**src/include/pressure_serial_pkg.sv**
```systemverilog
// Shared constants and types for the three-wire pressure sensor link.
// Assumes a 20 MHz system clock on both ends of the link.

package pressure_serial_pkg;

  // ****************************************
  // Clocking
  // ****************************************
  localparam int MCLK_HZ = 20_000_000;
  localparam int MCLK_MHZ = 20;
  localparam int MASTER_CLK_HZ = 32768;
  // Half period of the conversion master clock, rounded down
  localparam logic [9:0] MASTER_HALF_CYCLES = 10'(MCLK_HZ / (2 * MASTER_CLK_HZ));
  // Half period of the shift clock made by the host
  localparam int SCLK_HALF_NS = 400;
  localparam logic [7:0] SCLK_HALF_CYCLES = 8'(SCLK_HALF_NS * MCLK_MHZ / 1000);

  // ****************************************
  // Frame layout
  // ****************************************
  localparam logic [2:0] START_PATTERN = 3'h7;
  localparam logic [5:0] SETUP_BITS = 6'h04;
  localparam logic [5:0] STOP_BITS = 6'h03;
  localparam logic [5:0] FRAME_BITS = 6'h0A;
  localparam logic [5:0] RESET_BITS = 6'h15;
  localparam logic [20:0] RESET_PATTERN = 21'h155540;
  localparam logic [5:0] ACK_PULSES = 6'h02;
  localparam logic [5:0] CONV_READ_PULSES = 6'h11;
  localparam logic [5:0] CAL_READ_PULSES = 6'h21;
  localparam logic [5:0] CONV_READ_BITS = 6'h10;
  localparam logic [5:0] CAL_READ_BITS = 6'h20;

  // ****************************************
  // Setup codes
  // ****************************************
  localparam logic [3:0] SETUP_PRESSURE = 4'hA;
  localparam logic [3:0] SETUP_TEMPERATURE = 4'h9;
  localparam logic [3:0] SETUP_CAL13 = 4'h5;
  localparam logic [3:0] SETUP_CAL24 = 4'h6;

  // ****************************************
  // Calibration word positions in 64-bit store
  // ****************************************
  localparam int CAL_WORD_ONE_LSB = 48;
  localparam int CAL_WORD_TWO_LSB = 32;
  localparam int CAL_WORD_THREE_LSB = 16;
  localparam int CAL_WORD_FOUR_LSB = 0;
  localparam logic [63:0] CAL_DATA_DEFAULT = 64'h1111_2222_3333_4444;
  localparam logic [15:0] CONV_TICKS_DEFAULT = 16'h0010;

  // Host commands
  typedef enum logic [2:0] {
    CMD_PRESSURE = 3'h0,
    CMD_TEMPERATURE = 3'h1,
    CMD_CAL13 = 3'h2,
    CMD_CAL24 = 3'h3,
    CMD_RESET = 3'h4
  } cmd_type;

endpackage

```
**src/include/sensor_link.sv**
```systemverilog
// Three-wire link plus master clock between host and sensor.
// Assumes the bench instantiates it once and joins both ends.
`timescale 1ns/1ps
`default_nettype none

interface sensor_link;
  logic sclk;
  logic din;
  logic dout;
  logic master_clk;

  modport device(input sclk, input din, input master_clk, output dout);
  modport host(output sclk, output din, output master_clk, input dout);
endinterface

`default_nettype wire

```
**src/logic/pin_sync.sv**
```systemverilog
// Two-flop synchroniser with edge detection on the synced level.
// Assumes pin_in is asynchronous to mclk.
`timescale 1ns/1ps
`default_nettype none

module pin_sync (
  // Clock and reset
  input wire logic mclk,
  input wire logic nrst,
  // Pin
  input wire logic pin_in,
  // Synced view
  output logic level,
  output logic rise,
  output logic fall
);

  logic meta_r;
  logic sync_r;
  logic prev_r;

  // Synchroniser chain and edge history
  always_ff @(posedge mclk or negedge nrst) begin
    if (!nrst) begin
      meta_r <= 1'b0;
      sync_r <= 1'b0;
      prev_r <= 1'b0;
    end else begin
      meta_r <= pin_in;
      sync_r <= meta_r;
      prev_r <= sync_r;
    end
  end

  // Edges seen only after the second flop
  assign level = sync_r;
  assign rise = sync_r & ~prev_r;
  assign fall = ~sync_r & prev_r;

endmodule

`default_nettype wire

```
**src/logic/sensor_device.sv**
```systemverilog
// Sensor end of the three-wire link: frame decode, conversion, readout.
// Assumes the host drives shift clock, data in and the master clock.
//
// What this block does
// - Capture data in on shift clock rise.
// - Launch data out on shift clock rise.
// - Host samples and changes on falling edge.
// - Host alone makes and paces shift clock.
// - Data out carries results and conversion status.
// - Five instructions: pressure, temperature, two calibrations, reset.
// - Three high start bits open every frame.
// - Three low stop bits close every frame.
// - Decode four-bit setup field.
// - Raise data out in last stop bit of a pressure or temperature frame.
// - Host gives two pulses after acknowledge.
// - Host holds clock low until data out falls.
// - Drop data out when conversion completes.
// - Seventeen pulses shift out 16-bit result.
// - Readout survives clock pauses without loss.
// - Host reads result before next conversion.
// - Reset pattern returns to idle from anywhere.
// - Reset pattern is 21 bits, fully sent.
// - Host sends reset before first conversion.
// - Host supplies continuous 32.768 kHz master clock.
// - Sixty-four calibration bits as four words.
// - Both conversion results are unsigned 16-bit.
`timescale 1ns/1ps
`default_nettype none

module sensor_device
  import pressure_serial_pkg::*;
#(
  parameter logic [63:0] CAL_DATA = CAL_DATA_DEFAULT,
  parameter logic [15:0] CONV_TICKS = CONV_TICKS_DEFAULT
) (
  // Clock and reset
  input wire logic mclk,
  input wire logic nrst,
  // Link
  sensor_link.device link,
  // Analogue front end samples
  input wire logic [15:0] pressure_sample,
  input wire logic [15:0] temperature_sample,
  // Status
  output logic conv_busy,
  output logic resync_pulse,
  output logic frame_error
);

  // ****************************************
  // States
  // ****************************************
  typedef enum logic [5:0] {
    D_IDLE = 6'h01,
    D_SETUP = 6'h02,
    D_STOP = 6'h04,
    D_ACK = 6'h08,
    D_CONV = 6'h10,
    D_READ = 6'h20
  } dev_state_type;

  dev_state_type state_r;
  logic [20:0] hist_r;
  logic [5:0] cnt_r;
  logic [3:0] code_r;
  logic [15:0] tick_r;
  logic [31:0] shift_r;
  logic dout_r;
  logic busy_r;
  logic resync_r;
  logic ferr_r;

  // ****************************************
  // Pin sampling
  // ****************************************
  logic sclk_rise;
  logic din_s;
  logic mst_rise;

  pin_sync sclk_sync (
    .mclk(mclk),
    .nrst(nrst),
    .pin_in(link.sclk),
    .level(),
    .rise(sclk_rise),
    .fall()
  );

  pin_sync din_sync (
    .mclk(mclk),
    .nrst(nrst),
    .pin_in(link.din),
    .level(din_s),
    .rise(),
    .fall()
  );

  pin_sync mst_sync (
    .mclk(mclk),
    .nrst(nrst),
    .pin_in(link.master_clk),
    .level(),
    .rise(mst_rise),
    .fall()
  );

  // ****************************************
  // Decode
  // ****************************************
  logic [20:0] hist_nxt;
  logic rst_hit;
  logic start_hit;
  logic is_conv;
  logic is_cal;
  logic stop_last;
  logic conv_done;
  logic [5:0] read_len;
  logic [31:0] cal_pair;
  logic [15:0] sample_pick;

  // Bit history including the bit arriving now
  assign hist_nxt = {hist_r[19:0], din_s};
  assign rst_hit = sclk_rise && (hist_nxt == RESET_PATTERN);
  assign start_hit = sclk_rise && (hist_nxt[2:0] == START_PATTERN);
  // Setup field meaning
  assign is_conv = (code_r == SETUP_PRESSURE) || (code_r == SETUP_TEMPERATURE);
  assign is_cal = (code_r == SETUP_CAL13) || (code_r == SETUP_CAL24);
  assign stop_last = sclk_rise && (state_r == D_STOP) && (cnt_r == STOP_BITS - 6'h01);
  assign conv_done = (state_r == D_CONV) && mst_rise && (tick_r == CONV_TICKS - 16'h0001);
  assign read_len = is_conv ? CONV_READ_PULSES : CAL_READ_PULSES;
  // Calibration word pair selected by the setup code
  assign cal_pair = (code_r == SETUP_CAL13) ?
    {CAL_DATA[CAL_WORD_ONE_LSB +: 16], CAL_DATA[CAL_WORD_THREE_LSB +: 16]} :
    {CAL_DATA[CAL_WORD_TWO_LSB +: 16], CAL_DATA[CAL_WORD_FOUR_LSB +: 16]};
  assign sample_pick = (code_r == SETUP_PRESSURE) ? pressure_sample : temperature_sample;

  // ****************************************
  // Bit history
  // ****************************************
  // Shifts in every state so the reset pattern is always seen
  always_ff @(posedge mclk or negedge nrst) begin
    if (!nrst) begin
      hist_r <= 21'h000000;
    end else if (sclk_rise) begin
      hist_r <= hist_nxt;
    end
  end

  // ****************************************
  // Protocol state
  // ****************************************
  // Frame walk; the reset pattern overrides every state
  always_ff @(posedge mclk or negedge nrst) begin
    if (!nrst) begin
      state_r <= D_IDLE;
      cnt_r <= 6'h00;
      code_r <= 4'h0;
    end else if (rst_hit) begin
      state_r <= D_IDLE;
      cnt_r <= 6'h00;
    end else begin
      case (state_r)
        D_IDLE: begin
          cnt_r <= 6'h00;
          if (start_hit) begin
            state_r <= D_SETUP;
          end
        end
        D_SETUP: begin
          if (sclk_rise) begin
            code_r <= {code_r[2:0], din_s};
            if (cnt_r == SETUP_BITS - 6'h01) begin
              state_r <= D_STOP;
              cnt_r <= 6'h00;
            end else begin
              cnt_r <= cnt_r + 6'h01;
            end
          end
        end
        D_STOP: begin
          if (sclk_rise) begin
            cnt_r <= cnt_r + 6'h01;
            if (din_s) begin
              state_r <= D_IDLE;
              cnt_r <= 6'h00;
            end else if (stop_last) begin
              cnt_r <= 6'h00;
              if (is_conv) begin
                state_r <= D_ACK;
              end else if (is_cal) begin
                state_r <= D_READ;
              end else begin
                state_r <= D_IDLE;
              end
            end
          end
        end
        D_ACK: begin
          if (sclk_rise) begin
            if (cnt_r == ACK_PULSES - 6'h01) begin
              state_r <= D_CONV;
              cnt_r <= 6'h00;
            end else begin
              cnt_r <= cnt_r + 6'h01;
            end
          end
        end
        D_CONV: begin
          if (conv_done) begin
            state_r <= D_READ;
          end
        end
        D_READ: begin
          // Only counted clock edges advance, so pauses lose nothing
          if (sclk_rise) begin
            if (cnt_r == read_len - 6'h01) begin
              state_r <= D_IDLE;
              cnt_r <= 6'h00;
            end else begin
              cnt_r <= cnt_r + 6'h01;
            end
          end
        end
        default: begin
          state_r <= D_IDLE;
          cnt_r <= 6'h00;
        end
      endcase
    end
  end

  // ****************************************
  // Conversion timer
  // ****************************************
  // Counts master clock rises while converting
  always_ff @(posedge mclk or negedge nrst) begin
    if (!nrst) begin
      tick_r <= 16'h0000;
    end else if (state_r != D_CONV || rst_hit) begin
      tick_r <= 16'h0000;
    end else if (mst_rise) begin
      tick_r <= tick_r + 16'h0001;
    end
  end

  // ****************************************
  // Data out and shifter
  // ****************************************
  // Status signalling and result bits share the one output
  always_ff @(posedge mclk or negedge nrst) begin
    if (!nrst) begin
      shift_r <= 32'h00000000;
      dout_r <= 1'b0;
    end else if (rst_hit) begin
      dout_r <= 1'b0;
    end else if (stop_last && !din_s) begin
      if (is_conv) begin
        dout_r <= 1'b1;
      end else if (is_cal) begin
        shift_r <= cal_pair;
      end
    end else if (conv_done) begin
      dout_r <= 1'b0;
      shift_r <= {sample_pick, 16'h0000};
    end else if (state_r == D_READ && sclk_rise) begin
      if (cnt_r == read_len - 6'h01) begin
        dout_r <= 1'b0;
      end else begin
        dout_r <= shift_r[31];
        shift_r <= {shift_r[30:0], 1'b0};
      end
    end
  end

  // ****************************************
  // Status outputs
  // ****************************************
  always_ff @(posedge mclk or negedge nrst) begin
    if (!nrst) begin
      busy_r <= 1'b0;
      resync_r <= 1'b0;
      ferr_r <= 1'b0;
    end else begin
      busy_r <= (state_r != D_IDLE);
      resync_r <= rst_hit;
      ferr_r <= !rst_hit && sclk_rise && (state_r == D_STOP) && din_s;
    end
  end

  assign link.dout = dout_r;
  assign conv_busy = busy_r;
  assign resync_pulse = resync_r;
  assign frame_error = ferr_r;

endmodule

`default_nettype wire

```
**src/flat_wrapper.sv**
```systemverilog
// flat-port wrapper written by rule: the top's interface ports become plain ports
module sensor_device_flat import pressure_serial_pkg::*;
#(
  parameter logic [63:0] CAL_DATA = CAL_DATA_DEFAULT,
  parameter logic [15:0] CONV_TICKS = CONV_TICKS_DEFAULT
)
  (mclk, nrst, pressure_sample, temperature_sample, conv_busy, resync_pulse, frame_error, link_sclk, link_din, link_master_clk, link_dout);
  sensor_link link_i ();
  input wire logic mclk;
  input wire logic nrst;
  input wire logic [15:0] pressure_sample;
  input wire logic [15:0] temperature_sample;
  output logic conv_busy;
  output logic resync_pulse;
  output logic frame_error;
  input wire logic [$bits(link_i.sclk)-1:0] link_sclk;
  input wire logic [$bits(link_i.din)-1:0] link_din;
  input wire logic [$bits(link_i.master_clk)-1:0] link_master_clk;
  output wire logic [$bits(link_i.dout)-1:0] link_dout;
  assign link_i.sclk = link_sclk;
  assign link_i.din = link_din;
  assign link_i.master_clk = link_master_clk;
  assign link_dout = link_i.dout;
  sensor_device #(.CAL_DATA(CAL_DATA), .CONV_TICKS(CONV_TICKS)) u_core (.mclk(mclk), .nrst(nrst), .link(link_i), .pressure_sample(pressure_sample), .temperature_sample(temperature_sample), .conv_busy(conv_busy), .resync_pulse(resync_pulse), .frame_error(frame_error));
endmodule
```
**config.mk**
```make
export PLATFORM = sky130hd
export DESIGN_NAME = sensor_device_flat
export DESIGN_NICKNAME = d
export VERILOG_FILES = /design/src/include/pressure_serial_pkg.sv /design/src/include/sensor_link.sv /design/src/logic/pin_sync.sv /design/src/logic/sensor_device.sv /design/src/flat_wrapper.sv
export SDC_FILE = /design/constraint.sdc
export NUM_CORES = 1
export LEC_CHECK = 0
export BUFFER_PORTS_ARGS = -buffer_cell sky130_fd_sc_hd__buf_2
export CAP_MARGIN = 20
export CORE_MARGIN = 10
export CORE_UTILIZATION = 40
export DETAILED_ROUTE_END_ITERATION = 10
export PLACE_DENSITY = 0.66
export SLEW_MARGIN = 20
export SYNTH_ARGS = -nofsm -noshare
export SYNTH_HDL_FRONTEND = slang
export SYNTH_SLANG_ARGS = --single-unit
```
**constraint.sdc**
```tcl
create_clock -name mclk -period 4.5 [get_ports mclk]
set_clock_uncertainty 0.05 [all_clocks]
set_input_delay 0.225 -clock mclk [delete_from_list [all_inputs] [get_ports mclk]]
set_output_delay 0.225 -clock mclk [all_outputs]
set_load 0.02 [all_outputs]
```
== Word-level counts from Yosys, hierarchy flattened ==
Cells that the tools add are included.
Operators by class
  multiplexer cells: 43
  bitwise operators: 5
  reduce and logical (&&, ||, !) cells: 24
  eq/ne operators: 34
  add/subtract/negate cells: 3
Operators by type and width (count)
  2-to-1 mux 32 bit: 6
  2-to-1 mux 6 bit: 25
  2-to-1 mux 16 bit: 3
  one-hot mux 6 bit (6 select lines): 1
  2-to-1 mux 30 bit: 1
  != test 3 x 1 -> 1 bit (second input constant): 10
  one-hot mux 6 bit (5 select lines): 1
  equality test 21 bit (second input constant): 1
  equality test 6 x 2 -> 1 bit (second input constant): 3
  adder 16 x 1 -> 16 bit (second input constant): 1
  equality test 16 x 4 -> 1 bit (second input constant): 1
  equality test 6 x 1 -> 1 bit (second input constant): 2
  logical AND 1 bit: 11
  AND reduction 10 bit: 1
  AND reduction 5 bit: 2
  equality test 4 x 3 -> 1 bit (second input constant): 2
  equality test 4 bit (second input constant): 2
  adder 6 x 1 -> 6 bit (second input constant): 1
  equality test 6 x 3 -> 1 bit (second input constant): 1
  equality test 6 x 4 -> 1 bit (second input constant): 1
  equality test 6 x 5 -> 1 bit (second input constant): 1
  equality test 6 bit: 1
  equality test 6 bit (second input constant): 1
  2-to-1 mux 1 bit: 6
  other kinds (17): 24
Storage, ports and cells
  bits of input ports: 37
  word-level logic and storage cells: 127
  register bits: 96
  output and inout bits: 4

== Longest topological paths before layout ==
  depth in word-level cells: 10
  mapped depth: 10
  depth with buffers taken out: 8

== Hierarchy ==
From an unflattened synthesis, not the netlist that was laid out.
Second synthesis, totals
  cell total of the unflattened synthesis: 593
  area, all modules: 5744.3 µm²
Modules (own cells, without submodules)
  sensor_device: cells each 578, sequential area each 2203.4 µm², instances 1, area each 5474.0 µm²
  pin_sync: cells each 5, sequential area each 75.1 µm², instances 3, area each 90.1 µm²

== Least setup slack after synthesis ==
Ideal clock, no wire load.
  path type: register to register
  start: reg u_core.state_r[1]
  end: reg u_core.shift_r[0]
  setup time: 0.121 ns
  slack: 1.982 ns
  buffers on the path: 4
  clock period less this slack: 2.518 ns
  data arrival time: 2.346 ns
  required time: 4.329 ns
  cell stages (with the launch flop): 11
  cells stage by stage: dfrtp_1 buf_6 or4_4 or2_1 buf_6 or2_4 a311o_1 buf_6 buf_6 nand2_1 o21ai_1
Between the ends
  word-level cells in the longest chain between the ends: 6
Ends and longest elaborated chain
  start: declaration: line sensor_device.sv:62  | dev_state_type state_r;
  start signal: assignment: line sensor_device.sv:155  | state_r <= D_IDLE;
  start signal: assignment: line sensor_device.sv:159  | state_r <= D_IDLE;
  start signal: assignment: line sensor_device.sv:166  | state_r <= D_SETUP;
  equality test 6 x 3 -> 1 bit: line sensor_device.sv:128  | assign stop_last = sclk_rise && (state_r == D_STOP) && (cnt_r == STOP_BITS - 6'h01);
  logical AND 1 bit (2 in a row): line sensor_device.sv:128
  logical AND 1 bit: line sensor_device.sv:256  | end else if (stop_last && !din_s) begin
  != test 3 x 2 -> 1 bit (no line) (tied with other cells)
  AND reduction 5 bit (no line)
  end signal: assignment: line sensor_device.sv:260  | shift_r <= cal_pair;
  end signal: assignment: line sensor_device.sv:264  | shift_r <= {sample_pick, 16'h0000};
  end signal: assignment: line sensor_device.sv:270  | shift_r <= {shift_r[30:0], 1'b0};
  end: declaration: line sensor_device.sv:67  | logic [31:0] shift_r;
Parallel ways exist; a longest one is shown, timed or not.
A chain may end at the register's enable or synchronous reset.

== Worst setup path after layout ==
  start: reg u_core.sclk_sync.prev_r
  end: reg u_core.shift_r[19]
Between the ends
  word-level cells in the longest chain between the ends: 7
Ends and longest elaborated chain
  start: declaration: line pin_sync.sv:20  | logic prev_r;
  start signal: assignment: line pin_sync.sv:31  | prev_r <= sync_r;
  inverter 1 bit (*): line pin_sync.sv:37  | assign rise = sync_r & ~prev_r;
  bitwise AND 1 bit (*): line pin_sync.sv:37
  logical AND 1 bit (2 in a row): line sensor_device.sv:128
  logical AND 1 bit: line sensor_device.sv:256
  != test 3 x 2 -> 1 bit (no line) (tied with other cells)
  AND reduction 5 bit (no line)
Mark *: on every way between the ends. The rest lies on a longest branch, timed or not.

==> impl_metrics.toml <==
[status]
status = "complete, no violations"

[timing]
slew_headroom_pct = 32.6
final_max_slew_viol_count = 0
finalCritPeriodShare_pct = 63.1
setup_tns_ps = 0
period_needed_ps = 2840
fmax_mhz = 352
tightest_slew_ps = 1010
hold_viol_final = 0
finalSetupViolCount = 0
timing.final.ws_setup_ps = 1660
whs_ps = 229
rsz0062_at_grt = "no"

[detailed_routing]
wirelength_mm = 10.4
vias = 3757
firstDrtPassIters = 5
drc = 0
viasPerCell = 5.39
antenna_left = 0
wire_per_inst_um = 14.9
drt-initial-drc-count = 373

[floorplan]
die_w_um = 130
core_um2 = 11900
fp-row-count = 40
pin_count = 41
initial_core_util_pct = 40.5
die-area_um2 = 16800
die_y_um = 130

[cells_and_area]
num-fill-cells = 1154
drive_gt1_share_pct = 16.0
finalNetCount = 587
final_core_util_pct = 45.8
num_antenna_cells = 0
multi_input_area_um2 = 2250
regArea_um2 = 2400
synthToLayoutAreaGrowth_pct = 13.2
final_cell_count_no_fill = 697
fin_area_um2 = 5450

[clocking]
clock_sinks = 96
cts_buffer_depth = 2
cts_inserted_buffers = 9
post_cts_resized = 0
h-tree-depth = 3
clock_latency_ps = 340
root_buffer = "clkbuf_16"
clkTransAtPathRegs_ps = 70
cts_tree = "done"

[critical_path]
slowest_stage = "a311oi_4"
cpPeakStageDelay_ps = 750
crit_arrival_ps = 3070
critPathLaunchType = "flip-flop"
crit_required_ps = 4730
path_cells = "nand2b_1, nor4_1, nand3_1, a311oi_4, o2111ai_1, nand2_1"
end_kind = "flip-flop"
worstSetupPathType = "flip-flop to flip-flop"
crit_path_max_fanout = 21

[placement]
placed_area_um2 = 5120
gp_congestion = 0.868
dpl.hpwl_mm = 7.44
dp.cells = 677
numPortBuffers = 40
dp_slack_ps = 1670

[pwr]
p_per_area_nw_per_um2 = 452
power.total_mw = 2.46
p_leak_nw = 2.42
irDropWorstVdd_v = 0.000207

[grt]
antenna_found_initial = 0
gr-total-overflow = 0
first_global_vias = 3568
grt_pass1_wl_mm = 17.6
gr-usage-all-layers_pct = 12.8
grt_start_max_net_pins = 51

[synthesis]
ys_seq_area_share_pct = 49.9
synth.avg_cell_area_um2 = 9.50
synth_top_cell_area_share_pct = 49.3
synth.distinct_cells = 59
synth_cells = 507
synth_area_leaders = "dfrtp_1 (49%), nand2_1 (9.6%), mux2i_1 (3.5%)"
yosysTopAreaCell = "dfrtp_1"
synth_async_sr_flop_share_pct = 100
ys.flop_type = "dfrtp_1"
netlist_area_um2 = 4820
yosysMostFrequentCell = "nand2_1"
ys_seq_elements = 96
synth_top_cells_by_count = "nand2_1 (123), dfrtp_1 (95), nor2_1 (37)"
synth_fp_nets = 549
synth_edf_count = 0
ys.warnings.count = 0

[run]
maxCapViolCount = 0

[worst_hold_path]
worstHoldPathType = "input port to flip-flop"
sequential cells by signal (all words and copies together), names as in the netlist:
name	cells
u_core.shift_r	32
u_core.hist_r	20
u_core.tick_r	16
u_core.cnt_r	6
u_core.state_r	6
u_core.code_r	4
u_core.conv_busy	1
u_core.din_sync.level	1
u_core.din_sync.meta_r	1
u_core.frame_error	1
u_core.link.dout	1
u_core.mst_sync.level	1
u_core.mst_sync.meta_r	1
u_core.mst_sync.prev_r	1
u_core.resync_pulse	1
u_core.sclk_sync.level	1
u_core.sclk_sync.meta_r	1
u_core.sclk_sync.prev_r	1
logic make-up after synthesis:
kind of cell	after synthesis	share of synthesized area, %
AOI/OAI and AO/OA	85	12.3
adders and majority gates	5	1.30
xor gates and xnor gates	18	3.27
DFF	96	49.9
muxes	25	5.40
and+or+nand+nor	247	24.3
buffers and inverters	31	3.58
worst paths after layout:
check                                                        from                         endpoint  slack, ps  cells after the start
worst max-delay path            u_core.sclk_sync.prev_r$_DFF_PN0_   u_core.shift_r[19]$_DFFE_PN0P_       1660                      6
worst min-delay path                       temperature_sample[10]   u_core.shift_r[26]$_DFFE_PN0P_        230                      5
worst max register to register  u_core.sclk_sync.prev_r$_DFF_PN0_   u_core.shift_r[19]$_DFFE_PN0P_       1660                      6
worst min register to register   u_core.mst_sync.meta_r$_DFF_PN0_  u_core.mst_sync.level$_DFF_PN0_        310                      0
max in group asynchronous                                    nrst    u_core.shift_r[6]$_DFFE_PN0P_       2970                      3
min in group asynchronous                                    nrst     u_core.hist_r[0]$_DFFE_PN0P_        380                      2
cell type report:
class / instances / share of cell area, %
flip-flops and latches: 96 / 44.1
multi-input cells: 380 / 41.2
repair buffers: 51 / 5.42
clock buffers: 10 / 4.20
well taps: 147 / 3.37
clock inverters: 6 / 1.24
inverters: 7 / 0.482
where the power goes:
| group | total (mW) | switching, mW | internal [mW] | leakage [nW] |
|---|---|---|---|---|
| clock | 0.761 | 0.328 | 0.433 | 0.139 |
| sequential | 1.13 | 0.123 | 1.01 | 1.25 |
| combinational | 0.571 | 0.312 | 0.259 | 1.03 |
| total | 2.46 | 0.764 | 1.70 | 2.42 |
cells in the final DEF, fill, tap and decap left out, types with 7 or more instances in the layout:
cell         n
dfrtp_1     95
o21ai_0     10
o21ai_1     11
nand2_1    123
mux2i_1     17
buf_2       39
and3_1      10
inv_1        7
clkbuf_16    9
a21oi_1     21
buf_4        8
mux2_2       8
o211ai_1     9
nor2_1      37
nand3_1     19
xor2_1       8
nor3_1       8
xnor2_1     10
layer usage:
layer	wire length [um]	GRT usage, %	vias to the layer above	part of all wire (%)
li1	-	-	1840	-
met2	4650	19.6	100	45
met1	4960	17.3	1802	48
met5	0	0	-	0
met4	147	5.56	0	1.4
met3	620	2.43	15	6.0
timing repair:
item / CTS / global route
endpoints found under the setup margin: 0 / 0
buffers inserted: 0 / 0
hold buffers: 4 / 0
endpoints found under the hold margin: 48 / 0
worst max-delay path, delay by kind of cell (launching register included):
kind	cells	cell delay (ps)
DFF	1	380
and+or+nand+nor	4	1360
AOI/OAI and AO/OA	2	990
(Power assumes the default switching activity.)
